==> src/core/shift_unit_pkg.sv <==
// constants and carriers for the universal serial shift unit
//
// Behaviour
// - one 8-bit shift register, copied into a separate buffer register
// - shift register top bit drives one of two pins, chosen by wire mode
// - with external clock, a latch delays output changes to the edge opposite the sampling edge; internal clocks leave it transparent
// - serial input always comes from the data-in pin
// - 4-bit counter is readable, writable, and its overflow requests an interrupt
// - with internal clocks, shift register and counter advance from the same selected clock
// - with external clock the counter counts both serial clock edges, or toggle strobes when strobe counting is set
// - clock source: serial clock pin, timer 0 compare match, or software strobe
// - two-wire start condition can raise an interrupt
// - two-wire mode can hold clock low after start or counter overflow
// - three-wire mode acts as SPI modes 0 and 1, no slave select
// - two linked units exchange their bytes after eight clock cycles
// - edge select clear: sample and shift rising, output changes falling; set: swapped
// - sixteen counted edges overflow the counter and set the overflow flag
// - overflow interrupt can wake the processor from idle
// - writing one to overflow flag clears it and loads counter with the written count bits
// - external rising clock with strobe counting: toggle strobe toggles pin, advances counter
// - alternating strobe writes shift at half the processor clock
package shift_unit_pkg;

  localparam logic [7:0] SR_RST = 8'h00;
  localparam logic [3:0] CNT_RST = 4'h0;
  localparam logic [3:0] CNT_MAX = 4'hF;
  localparam logic [1:0] WM_OFF = 2'h0;
  localparam logic [1:0] WM_THREE = 2'h1;
  localparam logic [1:0] WM_TWO = 2'h2;
  localparam logic [1:0] WM_TWO_HOLD = 2'h3;
  localparam int SYNC_PINS = 2;
  localparam int PIN_CLK = 1;
  localparam int PIN_DI = 0;

  // serial_control_register layout, msb first
  typedef struct packed {
    logic start_ie;
    logic ovf_ie;
    logic [1:0] wire_mode;
    logic external_clock_select;
    logic clock_edge_select;
    logic software_clock_strobe;
    logic clock_toggle_strobe;
  } ctrl_s;

  // serial_status_register layout, msb first
  typedef struct packed {
    logic start_flag;
    logic counter_overflow_flag;
    logic [1:0] reserved;
    logic [3:0] counter;
  } status_s;

  localparam ctrl_s CTRL_RST = '0;

endpackage

==> src/core/serial_shift_unit.sv <==
// universal serial shift unit: shift register, buffer, edge counter, pin logic
`timescale 1ns/1ps
module serial_shift_unit (
  // clock, reset, enable
  input wire logic sys_clk,
  input wire logic sys_rst,
  input wire logic clk_en,
  // control register port
  input wire logic ctrl_wr,
  input wire shift_unit_pkg::ctrl_s ctrl_wdata,
  output shift_unit_pkg::ctrl_s ctrl_rdata,
  // data and buffer
  input wire logic data_wr,
  input wire logic [7:0] data_wdata,
  output logic [7:0] serial_shift_register,
  output logic [7:0] shift_buffer_copy,
  // status register port
  input wire logic status_wr,
  input wire shift_unit_pkg::status_s status_wdata,
  output shift_unit_pkg::status_s serial_status_register,
  // interrupt requests
  output logic overflow_irq,
  output logic start_irq,
  // timer 0 compare match, same clock
  input wire logic timer0_match,
  // port direction bits
  input wire logic clock_pin_drive,
  input wire logic data_out_drive,
  // serial clock pin
  input wire logic serial_clock_pin_i,
  output logic serial_clock_pin_o,
  output logic serial_clock_pin_oe_n,
  // data pins
  input wire logic serial_data_in_pin,
  output logic data_out_pin,
  output logic data_out_oe_n,
  output logic sda_o,
  output logic sda_oe_n
);

  function automatic logic is_two_wire(input logic [1:0] wm);
    is_two_wire = (wm == shift_unit_pkg::WM_TWO) || (wm == shift_unit_pkg::WM_TWO_HOLD);
  endfunction

  ////////////////////////////////////////////////////////////////////////////
  // pin synchronisers

  logic [shift_unit_pkg::SYNC_PINS-1:0] pins_in;
  logic [shift_unit_pkg::SYNC_PINS-1:0] sync1_r;
  logic [shift_unit_pkg::SYNC_PINS-1:0] sync2_r;
  logic [shift_unit_pkg::SYNC_PINS-1:0] last_r;

  assign pins_in = {serial_clock_pin_i, serial_data_in_pin};

  genvar g;
  generate
    for (g = 0; g < shift_unit_pkg::SYNC_PINS; g++) begin : g_sync
      always_ff @(posedge sys_clk) begin
        if (sys_rst) begin
          sync1_r[g] <= 1'b0;
          sync2_r[g] <= 1'b0;
          last_r[g] <= 1'b0;
        end else if (clk_en) begin
          sync1_r[g] <= pins_in[g];
          sync2_r[g] <= sync1_r[g];
          last_r[g] <= sync2_r[g];
        end
      end
    end
  endgenerate

  logic sck_s;
  logic di_s;
  logic sck_rise;
  logic sck_fall;
  logic di_fall;

  assign sck_s = sync2_r[shift_unit_pkg::PIN_CLK];
  assign di_s = sync2_r[shift_unit_pkg::PIN_DI];
  assign sck_rise = sck_s && !last_r[shift_unit_pkg::PIN_CLK];
  assign sck_fall = !sck_s && last_r[shift_unit_pkg::PIN_CLK];
  assign di_fall = !di_s && last_r[shift_unit_pkg::PIN_DI];

  ////////////////////////////////////////////////////////////////////////////
  // control register

  shift_unit_pkg::ctrl_s ctrl_r;
  logic sw_clk;
  logic sw_toggle;

  // the toggle strobe acts only in the write cycle and is never stored; the clock strobe is stored only with external clock select
  always_ff @(posedge sys_clk) begin
    if (sys_rst) begin
      ctrl_r <= shift_unit_pkg::CTRL_RST;
    end else if (clk_en && ctrl_wr) begin
      ctrl_r <= ctrl_wdata;
      ctrl_r.clock_toggle_strobe <= 1'b0;
      ctrl_r.software_clock_strobe <= ctrl_wdata.software_clock_strobe &&
                                      ctrl_wdata.external_clock_select;
    end
  end

  assign ctrl_rdata = ctrl_r;
  assign sw_clk = ctrl_wr && ctrl_wdata.software_clock_strobe;
  assign sw_toggle = ctrl_wr && ctrl_wdata.clock_toggle_strobe;

  ////////////////////////////////////////////////////////////////////////////
  // clock source selection

  logic ext_sel;
  logic edge_sel;
  logic shift_tick;
  logic cnt_tick;

  assign ext_sel = ctrl_r.external_clock_select;
  assign edge_sel = ctrl_r.clock_edge_select;

  // external: sample on rising when edge select clear, else falling
  always_comb begin
    if (ext_sel) begin
      shift_tick = edge_sel ? sck_fall : sck_rise;
    end else if (edge_sel) begin
      shift_tick = timer0_match;
    end else begin
      shift_tick = sw_clk;
    end
  end

  // external clock counts edges, not bits; strobe counting overrides
  always_comb begin
    if (ext_sel && ctrl_r.software_clock_strobe) begin
      cnt_tick = sw_toggle;
    end else if (ext_sel) begin
      cnt_tick = sck_rise || sck_fall;
    end else begin
      cnt_tick = shift_tick;
    end
  end

  ////////////////////////////////////////////////////////////////////////////
  // shift register and buffer copy

  logic [7:0] sr_r;
  logic [7:0] sr_nxt;
  logic [7:0] buffer_r;
  logic ovf_set;

  // a software write wins over a shift in the same cycle
  always_comb begin
    sr_nxt = sr_r;
    if (data_wr) begin
      sr_nxt = data_wdata;
    end else if (shift_tick) begin
      sr_nxt = {sr_r[6:0], di_s};
    end
  end

  always_ff @(posedge sys_clk) begin
    if (sys_rst) begin
      sr_r <= shift_unit_pkg::SR_RST;
    end else if (clk_en) begin
      sr_r <= sr_nxt;
    end
  end

  // buffer takes the completed byte so the shifter may run on
  always_ff @(posedge sys_clk) begin
    if (sys_rst) begin
      buffer_r <= shift_unit_pkg::SR_RST;
    end else if (clk_en && ovf_set) begin
      buffer_r <= sr_nxt;
    end
  end

  assign serial_shift_register = sr_r;
  assign shift_buffer_copy = buffer_r;

  ////////////////////////////////////////////////////////////////////////////
  // counter and flags

  logic [3:0] cnt_r;
  logic ovf_flag_r;
  logic start_flag_r;
  logic start_det;
  logic ovf_clr;
  logic start_clr;

  // a wrap in the cycle of a flag-clearing write still sets the flag
  assign ovf_set = cnt_tick && (cnt_r == shift_unit_pkg::CNT_MAX);
  assign ovf_clr = status_wr && status_wdata.counter_overflow_flag;
  assign start_clr = status_wr && status_wdata.start_flag;
  assign start_det = is_two_wire(ctrl_r.wire_mode) && di_fall && sck_s;

  // a status write loads the counter, so writing only the flag zeroes it
  always_ff @(posedge sys_clk) begin
    if (sys_rst) begin
      cnt_r <= shift_unit_pkg::CNT_RST;
    end else if (clk_en) begin
      if (status_wr) begin
        cnt_r <= status_wdata.counter;
      end else if (cnt_tick) begin
        cnt_r <= cnt_r + 4'h1;
      end
    end
  end

  // set wins over a clear in the same cycle
  always_ff @(posedge sys_clk) begin
    if (sys_rst) begin
      ovf_flag_r <= 1'b0;
    end else if (clk_en) begin
      ovf_flag_r <= ovf_set || (ovf_flag_r && !ovf_clr);
    end
  end

  always_ff @(posedge sys_clk) begin
    if (sys_rst) begin
      start_flag_r <= 1'b0;
    end else if (clk_en) begin
      start_flag_r <= start_det || (start_flag_r && !start_clr);
    end
  end

  assign serial_status_register = '{start_flag: start_flag_r,
                                    counter_overflow_flag: ovf_flag_r,
                                    reserved: 2'h0,
                                    counter: cnt_r};
  assign overflow_irq = ovf_flag_r && ctrl_r.ovf_ie;
  assign start_irq = start_flag_r && ctrl_r.start_ie;

  ////////////////////////////////////////////////////////////////////////////
  // output latch and pins

  logic out_latch_r;
  logic clk_port_r;
  logic hold_start_r;
  logic scl_hold;
  logic two_wire;

  assign two_wire = is_two_wire(ctrl_r.wire_mode);

  // transparent only in the phase before the sampling edge, so the pin
  // changes on the opposite edge; internal clocks leave it transparent
  always_ff @(posedge sys_clk) begin
    if (sys_rst) begin
      out_latch_r <= 1'b0;
    end else if (clk_en && (!ext_sel || (sck_s == edge_sel))) begin
      out_latch_r <= sr_r[7];
    end
  end

  // port level of the clock pin, flipped by the toggle strobe
  always_ff @(posedge sys_clk) begin
    if (sys_rst) begin
      clk_port_r <= 1'b0;
    end else if (clk_en && sw_toggle) begin
      clk_port_r <= !clk_port_r;
    end
  end

  // wait state begins at the master's first low clock after a start
  always_ff @(posedge sys_clk) begin
    if (sys_rst) begin
      hold_start_r <= 1'b0;
    end else if (clk_en) begin
      if (!start_flag_r || !two_wire) begin
        hold_start_r <= 1'b0;
      end else if (sck_fall) begin
        hold_start_r <= 1'b1;
      end
    end
  end

  assign scl_hold = two_wire && (hold_start_r ||
                    (ctrl_r.wire_mode == shift_unit_pkg::WM_TWO_HOLD && ovf_flag_r));

  assign serial_clock_pin_o = clk_port_r && !scl_hold;
  assign serial_clock_pin_oe_n = !(clock_pin_drive || scl_hold);

  // three-wire: push-pull data out; two-wire: data line pulled low only
  assign data_out_pin = out_latch_r;
  assign data_out_oe_n = !(data_out_drive && ctrl_r.wire_mode == shift_unit_pkg::WM_THREE);
  assign sda_o = 1'b0;
  assign sda_oe_n = !(data_out_drive && two_wire && !out_latch_r);

  ////////////////////////////////////////////////////////////////////////////
  // checks

  a_ovf_on_wrap:
  assert property (@(posedge sys_clk) disable iff (sys_rst)
    clk_en && cnt_tick && !status_wr && cnt_r == 4'hF |=> ovf_flag_r && cnt_r == 4'h0)
    else $error("counter wrap did not set overflow flag");

  a_ovf_sticky:
  assert property (@(posedge sys_clk) disable iff (sys_rst)
    ovf_flag_r && !(clk_en && status_wr) |=> ovf_flag_r)
    else $error("overflow flag dropped without a clear");

  a_ovf_clear_zero:
  assert property (@(posedge sys_clk) disable iff (sys_rst)
    clk_en && status_wr && status_wdata == 8'h40 && !cnt_tick |=> !ovf_flag_r && cnt_r == 4'h0)
    else $error("flag write did not clear flag and counter");

  a_buffer_copy:
  assert property (@(posedge sys_clk) disable iff (sys_rst)
    clk_en && ovf_set |=> shift_buffer_copy == serial_shift_register)
    else $error("buffer missed the completed byte");

  a_di_sampled:
  assert property (@(posedge sys_clk) disable iff (sys_rst)
    clk_en && shift_tick && !data_wr |=> sr_r == {$past(sr_r[6:0]), $past(di_s)})
    else $error("shift did not take data-in");

  a_both_edges:
  assert property (@(posedge sys_clk) disable iff (sys_rst)
    clk_en && ext_sel && !ctrl_r.software_clock_strobe && (sck_rise || sck_fall) && !status_wr
    |=> cnt_r == $past(cnt_r) + 4'h1)
    else $error("external edge not counted");

  a_latch_phase:
  assert property (@(posedge sys_clk) disable iff (sys_rst)
    ext_sel && sck_s != edge_sel |=> $stable(out_latch_r))
    else $error("output changed on the sampling phase");

  a_toggle_pin:
  assert property (@(posedge sys_clk) disable iff (sys_rst)
    clk_en && sw_toggle |=> clk_port_r != $past(clk_port_r))
    else $error("toggle strobe did not flip clock port");

  a_scl_overflow_hold:
  assert property (@(posedge sys_clk) disable iff (sys_rst)
    ctrl_r.wire_mode == 2'h3 && ovf_flag_r |-> !serial_clock_pin_oe_n && !serial_clock_pin_o)
    else $error("clock not held low after overflow");

  a_start_flag:
  assert property (@(posedge sys_clk) disable iff (sys_rst)
    clk_en && start_det |=> start_flag_r)
    else $error("start condition not flagged");

endmodule

==> config.mk <==
export PLATFORM = sky130hd
export DESIGN_NAME = serial_shift_unit
export DESIGN_NICKNAME = d
export VERILOG_FILES = /design/src/core/shift_unit_pkg.sv /design/src/core/serial_shift_unit.sv
export SDC_FILE = /design/constraint.sdc
export NUM_CORES = 1
export LEC_CHECK = 0
export BUFFER_PORTS_ARGS = -buffer_cell sky130_fd_sc_hd__buf_2
export CAP_MARGIN = 20
export CORE_AREA = 3 3 95 97
export DETAILED_ROUTE_END_ITERATION = 7
export DIE_AREA = 0 0 98 100
export SLEW_MARGIN = 30
export SYNTH_ARGS = -nofsm -noshare
export SYNTH_HDL_FRONTEND = slang
export SYNTH_SLANG_ARGS = --single-unit
==> constraint.sdc <==
create_clock -name sys_clk -period 4.1 [get_ports sys_clk]
set_input_delay 0.41 -clock sys_clk [delete_from_list [all_inputs] [get_ports sys_clk]]
set_output_delay 0.41 -clock sys_clk [all_outputs]
set_load 0.1 [all_outputs]
==> results of run 1 <==
stage by stage:
| step | power (uW) | instances | setup slack, ps | util | hold WS (ps) |
|---|---|---|---|---|---|
| 2_1_floorplan | 613 | 237 | 551 | - | 460 |
| 3_3_place_gp | 659 | 390 | 1890 | 0.293 | 450 |
| 5_1_grt | 963 | 398 | 1890 | 0.304 | 372 |
| 3_5_place_dp | 661 | 390 | 1870 | 0.293 | 464 |
| 6_report | 923 | 398 | 2010 | 0.304 | 360 |
| 4_1_cts | 932 | 398 | 2040 | 0.304 | 350 |
per-layer routing:
layer | wire, um | up-vias | share of wire
met5 | 0 | - | 0
met4 | 82 | 0 | 0.014
met3 | 289 | 6 | 0.051
met2 | 2730 | 49 | 0.48
met1 | 2600 | 898 | 0.46
li1 | - | 951 | -
cells by family after synthesis:
family                     Yosys count  synth area share
and+or+nand+nor                     64             0.161
buffers and inverters               43            0.0980
DFF                                 38             0.375
xor gates and xnor gates             2           0.00863
muxes                               18            0.0943
AOI/OAI and AO/OA                   65             0.243
adders and majority gates            3            0.0185
other                                1           0.00185
power groups by stage:
stage               registers (uW)  clock network, uW  logic [uW]
floorplan                      490                  0         124
global placement               410                  0         249
detailed placement             410                  0         251
CTS                            402                279         252
global route                   405                293         265
finish                         402                271         251
sequential cells by signal (all words and copies together) (netlist names):
signal,count
sck_s,1
clk_port_r,1
data_out_pin,1
cnt_r,4
di_s,1
last_r,2
sync1_r,2
shift_buffer_copy,8
serial_shift_register,8
start_flag_r,1
ctrl_rdata,5
ovf_flag_r,1
hold_start_r,1
ext_sel,1
edge_sel,1
cells in the final DEF (no fill, tap or decap), drive strengths merged:
master | Yosys | routed
o221a | 8 | 8
o31ai | 1 | 1
inv | 21 | 21
a2bb2oi | 1 | 1
ha | 3 | 3
nor2 | 21 | 21
o32ai | 10 | 10
conb | 1 | 4
a22oi | 2 | 2
dfxtp | 38 | 38
nor3b | 1 | 1
and2 | 2 | 2
a32o | 1 | 1
a211oi | 1 | 1
nand2 | 14 | 14
mux2i | 9 | 9
xor2 | 2 | 2
clkbuf | 9 | 7
nand3b | 4 | 4
a21boi | 2 | 2
o21ai | 4 | 4
buf | 13 | 70
nand3 | 16 | 16
a21o | 1 | 1
a31oi | 9 | 9
o21a | 2 | 2
a21oi | 22 | 22
clkinv | 0 | 1
mux2 | 9 | 9
and3 | 2 | 2
nand4 | 3 | 3
nor2b | 1 | 1
o2bb2ai | 1 | 1
final cells by class:
| class | instances | share of cell area |
|---|---|---|
| clock buffer | 7 | 0.0345 |
| clock inverter | 1 | 0.00200 |
| inverter | 21 | 0.0315 |
| multi-input combinational | 156 | 0.433 |
| sequential | 38 | 0.304 |
| tap | 105 | 0.0526 |
| timing repair buffer | 70 | 0.142 |
worst paths after layout:
path | to | slack, ps | depth (start not counted) | start
worst max-delay path | cnt_r[0] | 2010 | 5 | sck_s
worst min-delay path | sync1_r[1] | 360 | 3 | serial_clock_pin_i
worst max register to register | cnt_r[0] | 2010 | 5 | sck_s
worst min register to register | ctrl_rdata[6] | 470 | 2 | ctrl_rdata[6]
tightest hold or removal path: cells and delay by family:
| family | cells | cell delay (ps) |
|---|---|---|
| AND/OR/NAND/NOR | 1 | 70 |
| multiplexers | 1 | 60 |
| buffers and inverters | 1 | 70 |
==> qor.csv, run 1 <==
metric,value,unit
grt_util_met2,0.187,
synth-main-ff-cell,dfxtp_1,
cp-start-kind,register,
placed_area,0.00241,mm2
crit_family,compound AO/OA/AOI/OAI gates,
core_area,0.00822,mm2
criticalPathCategory,register to register,
grt_usage,0.115,
critPathBufInv,0,
use_met1,0.149,
cap_violations,0,
drive_gt1_frac,0.321,
gr-total-overflow,0,
yosysWarnings,0,
cts_resized,0,
area_growth,23.1,%
fp.dieH,100,um
wl_per_cell,14.3,um
clock_latency,290,ps
nets,330,
slew-limit-headroom,0.603,
synthTopCellsByCount,"dfxtp_1 (38), a21oi_1 (21), inv_1 (21)",
hold_path_class,input pin to register,
clock_power_share,0.293,
synth_cell_types,40,
grt_pass1_wl,9180,um
wirelength,5710,um
cts_setup_buffers,0,
fin_setup_tns,0,ps
ys_top_cells_by_area,"dfxtp_1 (37%), a21oi_1 (5.2%), mux2_2 (5.0%)",
path_cells,"ha_1, o21ai_0, a2bb2oi_2, o21ai_2, a32o_1",
initialDrtViolationCount,38,
htreeDepth,2,
globalRoute.busiestLayer,met2,
slew_violations,0,
leakagePower,0.00112,uW
dp_hpwl,4050,um
arrival,2270,ps
hold_buffers,0,
dieWidth,98,um
ant_nets,0,
die_area,0.00980,mm2
skew,6.26,ps
regArea,761,um2
grt_pass1_vias,1817,
synth_edf_count,0,
required,4280,ps
netlist_instances,234,
clock.fmax,479,MHz
worst_pin_slew,594,ps
async_reset_ff_frac,0,
finalHoldViolations,0,
diodes,0,
initial_utilization,0.247,
cts_tree,built,
grt_max_degree,38,
drcViolationCount,0,
num_vias,1904,
cts-root-buf,clkbuf_8,
io_buffers,68,
clock_path_buffers,2,
p_sw,341,uW
seqPwrFrac,0.435,
yosys.area.top_type,dfxtp_1,
multi_input_area,0.00108,mm2
syn_avg_cell_area,8.68,um2
ir_worst_vdd,0.124,mV
grtUsageMet3,0.0278,
crit_path_max_incr_delay,520,ps
rsz0062_at_grt,false,
fillers,900,
io_pins,75,
final_cell_area,0.00250,mm2
cts.sinks,38,
numCtsBuffers,5,
synth_top_area_frac,0.375,
vias_per_cell,4.78,
finalWeightedCongestion,0.763,
rows,33,
yosysMostFrequentCell,dfxtp_1,
cp_slowest_cell,a2bb2oi_2,
clkTransAtPathRegs,70,ps
pwr-share-comb,0.272,
crit_path_max_fanout,9,
status,"finished, final reports clean",
power_density,369,mW/mm2
finalCriticalPeriod,2090,ps
worstSetupEndpointType,register,
swShare,0.369,
synth-seq-cells,38,
power.internal,582,uW
first_pass_iters,4,
synth_area,0.00203,mm2
antenna_found_initial,0,
period_share,0.509,
yosysSeqAreaShare,0.375,
setup-violations-final,0,
(Power assumes the default switching activity.)
==> run 2, diff against run 1 <==
clock period = 2.1 ns   (was 4.1 ns; I/O delays follow)
==> run 2 against run 1 <==
Wire length down 0.98%. Clock skew down 0.54 ps. Count of clock-buffer cells in the layout down 1. Combinational power up 96%. Critical path depth up 1. Global-route usage about the same. Non-clock buffer count up 3.
==> qor.csv, run 2 (synthesis gave the netlist of run 1 again) <==
metric,value,unit
status,"finished, final reports clean",
fin_hold_ws,148,ps
drcViolationCount,0,
power_density,720,mW/mm2
crit_path_max_incr_delay,390,ps
cts_setup_buffers,0,
setup_ws,283,ps
io_buffers,68,
layout.cells.most_common,buf_2,
placed_area,0.00244,mm2
leakagePower,0.00114,uW
initialDrtViolationCount,87,
dp_hpwl,4120,um
finalWeightedCongestion,0.774,
arrival,1990,ps
period_share,0.865,
num_vias,1891,
gr-total-overflow,0,
finalHoldViolations,0,
crit_path_max_fanout,9,
antenna_found_initial,0,
place_ws,269,ps
final_cell_area,0.00253,mm2
dieWidth,98,um
grt_max_degree,37,
hold_buffers,0,
numCtsBuffers,5,
cts.sinks,38,
finalCriticalPeriod,1820,ps
criticalPathCategory,register to register,
nets,333,
skew,5.72,ps
area_growth,24.8,%
rows,33,
dp_cells,393,
clkTransAtPathRegs,80,ps
initial_utilization,0.247,
path_cells,"inv_1, ha_1, o21ai_0, o2bb2ai_1, nor2_2, o32ai_1",
cap_violations,0,
ant_nets,0,
wirelength,5650,um
crit_start,last_r[1],
htreeDepth,2,
diodes,0,
wl_per_cell,14.1,um
core_area,0.00822,mm2
hold_path_class,input pin to register,
required,2270,ps
cp-start-kind,register,
cts_resized,0,
clock_path_buffers,2,
io_pins,75,
grt_pass1_vias,1822,
worstSetupEndpointType,register,
rsz0062_at_grt,false,
clock.fmax,550,MHz
setup-violations-final,0,
slew_violations,0,
final_core_util,0.309,
vias_per_cell,4.72,
fillers,897,
first_pass_iters,4,
mostFrequentLayoutCells,"buf_2 (68), dfxtp_1 (34), inv_1 (21)",
min_from,ctrl_wdata[4],
cts-root-buf,clkbuf_8,
crit_family,compound AO/OA/AOI/OAI gates,
stdcell_count,401,
die_area,0.00980,mm2
clock_latency,300,ps
cts_tree,built,
fp.dieH,100,um
grt_pass1_wl,9080,um
critPathBufInv,1,
ir_worst_vdd,0.215,mV
grt_usage,0.115,
drive_gt1_frac,0.348,
rr_startpoint,last_r[1],
cp_slowest_cell,nor2_2,
run 2: final cells by class:
cell class              instances  area [um2]  area share
multi-input cells             156        1090       0.428
flip-flops and latches         38         766       0.302
inverters                      21        78.8      0.0311
well taps                     105         131      0.0518
clock inverters                 2        12.5     0.00494
repair buffers                 73         378       0.149
clock buffers                   6        82.6      0.0326
run 2: report_power, final:
group / internal (uW) / switching, uW
clock: 264 / 282
sequential: 751 / 33.8
combinational: 125 / 368
run 2: final timing paths:
check	endpoint	slack [ps]	depth (start not counted)
worst max register to register	shift_buffer_copy[4]	280	6
worst min-delay path	ctrl_rdata[4]	150	3
worst max-delay path	shift_buffer_copy[4]	280	6
worst min register to register	ctrl_rdata[7]	470	2
run 2: metal layers:
metal	vias up	routed length, um	GRT usage
li1	951	-	-
met1	870	2760	0.157
met2	61	2520	0.176
met3	9	251	0.0195
met4	0	124	0.0543
met5	-	0	0
run 2: stage by stage:
step,setup TNS [ps],total power (uW)
2_1_floorplan,-295,1200
3_3_place_gp,0,1290
3_5_place_dp,0,1300
4_1_cts,0,1840
5_1_grt,0,1900
6_report,0,1830
run 2: worst register-to-register path, cell delays in order (launching register included):
cell and delay (ps):
dfxtp_1 360, inv_1 60, ha_1 280, o21ai_0 260, o2bb2ai_1 210, nor2_2 400
o32ai_1 140
==> run 3, diff against run 2 <==
CORE_AREA = 2 2 94 96   (was 3 3 95 97)
DIE_AREA = 0 0 96 98   (was 0 0 98 100)
clock period = 2.3 ns   (was 2.1 ns; I/O delays follow)
==> run 3 against run 2 <==
Core utilization down 0.79 points. Non-clock buffer count unchanged. Count of clock-buffer cells in the layout rose by 1. Wire length shrank 3.7%. Die area fell by 4.0%. Clock power grew 2%. Register-to-register slack gained 180 ps. Sequential cell count unchanged. Highest routed layer unchanged.
==> qor.csv, run 3 (synthesis gave the netlist of run 1 again) <==
metric,value,unit
status,"finished, final reports clean",
clock_path_buffers,2,
dp_hpwl,3930,um
grt_usage,0.117,
cts_tree,built,
arrival,2000,ps
diodes,0,
first_pass_iters,7,
layout.cells.most_common,buf_2,
mostFrequentLayoutCells,"buf_2 (68), dfxtp_1 (38), inv_1 (21)",
p_sw,599,uW
cp-start-kind,register,
io_pins,75,
pwr-share-comb,0.261,
vias_per_cell,4.68,
skew,5.47,ps
slew_violations,0,
power_density,677,mW/mm2
swShare,0.348,
num_vias,1892,
worstSetupEndpointType,register,
area_growth,25.3,%
final_cell_area,0.00254,mm2
power.internal,1120,uW
wirelength,5440,um
required,2460,ps
initial_utilization,0.240,
finalWeightedCongestion,0.818,
ant_nets,0,
rsz0062_at_grt,false,
cap_violations,0,
die_area,0.00941,mm2
grt_max_degree,37,
cts-root-buf,clkbuf_8,
fin_setup_tns,0,ps
finalCriticalPeriod,1840,ps
gr-total-overflow,0,
cts.sinks,38,
clock.fmax,544,MHz
htreeDepth,2,
grt_pass1_wl,8870,um
drive_gt1_frac,0.328,
cts_resized,0,
numCtsBuffers,5,
nets,333,
antenna_found_initial,0,
placed_area,0.00244,mm2
period_share,0.799,
fp.dieH,98,um
place_ws,435,ps
clkTransAtPathRegs,70,ps
hold_path_class,input pin to register,
io_buffers,68,
seqPwrFrac,0.415,
setup_ws,462,ps
grt_pass1_vias,1831,
ir_worst_vdd,0.219,mV
hold_buffers,0,
criticalPathCategory,register to register,
finalHoldViolations,0,
rows,34,
wl_per_cell,13.5,um
clock_power_share,0.324,
setup-violations-final,0,
crit_path_max_fanout,9,
dieWidth,96,um
cts_setup_buffers,0,
core_area,0.00847,mm2
leakagePower,0.00114,uW
drcViolationCount,0,
fin_hold_ws,182,ps
clock_latency,280,ps
initialDrtViolationCount,101,
[run 3: final cells by class]
cell class / instances / area, um2
tap: 108 / 135
multi-input combinational: 156 / 1090
sequential: 38 / 761
inverter: 21 / 78.8
clock inverter: 1 / 30.0
timing repair buffer: 73 / 378
clock buffer: 7 / 76.3
fill: 909 / 5920
[run 3: path summary, 6_finish.rpt]
path         slack (ps)  depth (start not counted)                    to               start
max                 460                          5  shift_buffer_copy[4]               sck_s
min                 180                          3            sync1_r[1]  serial_clock_pin_i
max reg2reg         460                          5  shift_buffer_copy[4]               sck_s
min reg2reg         460                          2         ctrl_rdata[6]       ctrl_rdata[6]
[run 3: stage by stage]
step | total power (uW) | util | cells
2_1_floorplan | 1090 | - | 237
3_3_place_gp | 1180 | 0.288 | 396
3_5_place_dp | 1180 | 0.288 | 396
4_1_cts | 1750 | 0.301 | 404
5_1_grt | 1800 | 0.301 | 404
6_report | 1720 | 0.301 | 404
[run 3: power by group through the flow]
stage                     Sequential (uW)  Combinational, uW  Clock, uW
after global placement                732                447          0
after detailed placement              731                451          0
after CTS                             716                452        580
after global routing                  721                478        605
after floorplan                       873                221          0
final                                 716                450        558
[run 3: critical path, stage by stage (launching register included)]
cell and delay (ps):
dfxtp_1 440, ha_1 270, o21ai_0 260, o2bb2ai_1 210, nor2_2 400, o32ai_1 130
[run 3: layer usage]
layer | global-route usage | wire, um | part of all wire
met1 | 0.157 | 2560 | 0.47
met2 | 0.184 | 2540 | 0.47
met3 | 0.0293 | 272 | 0.050
met4 | 0.0374 | 74 | 0.014
met5 | 0 | 0 | 0
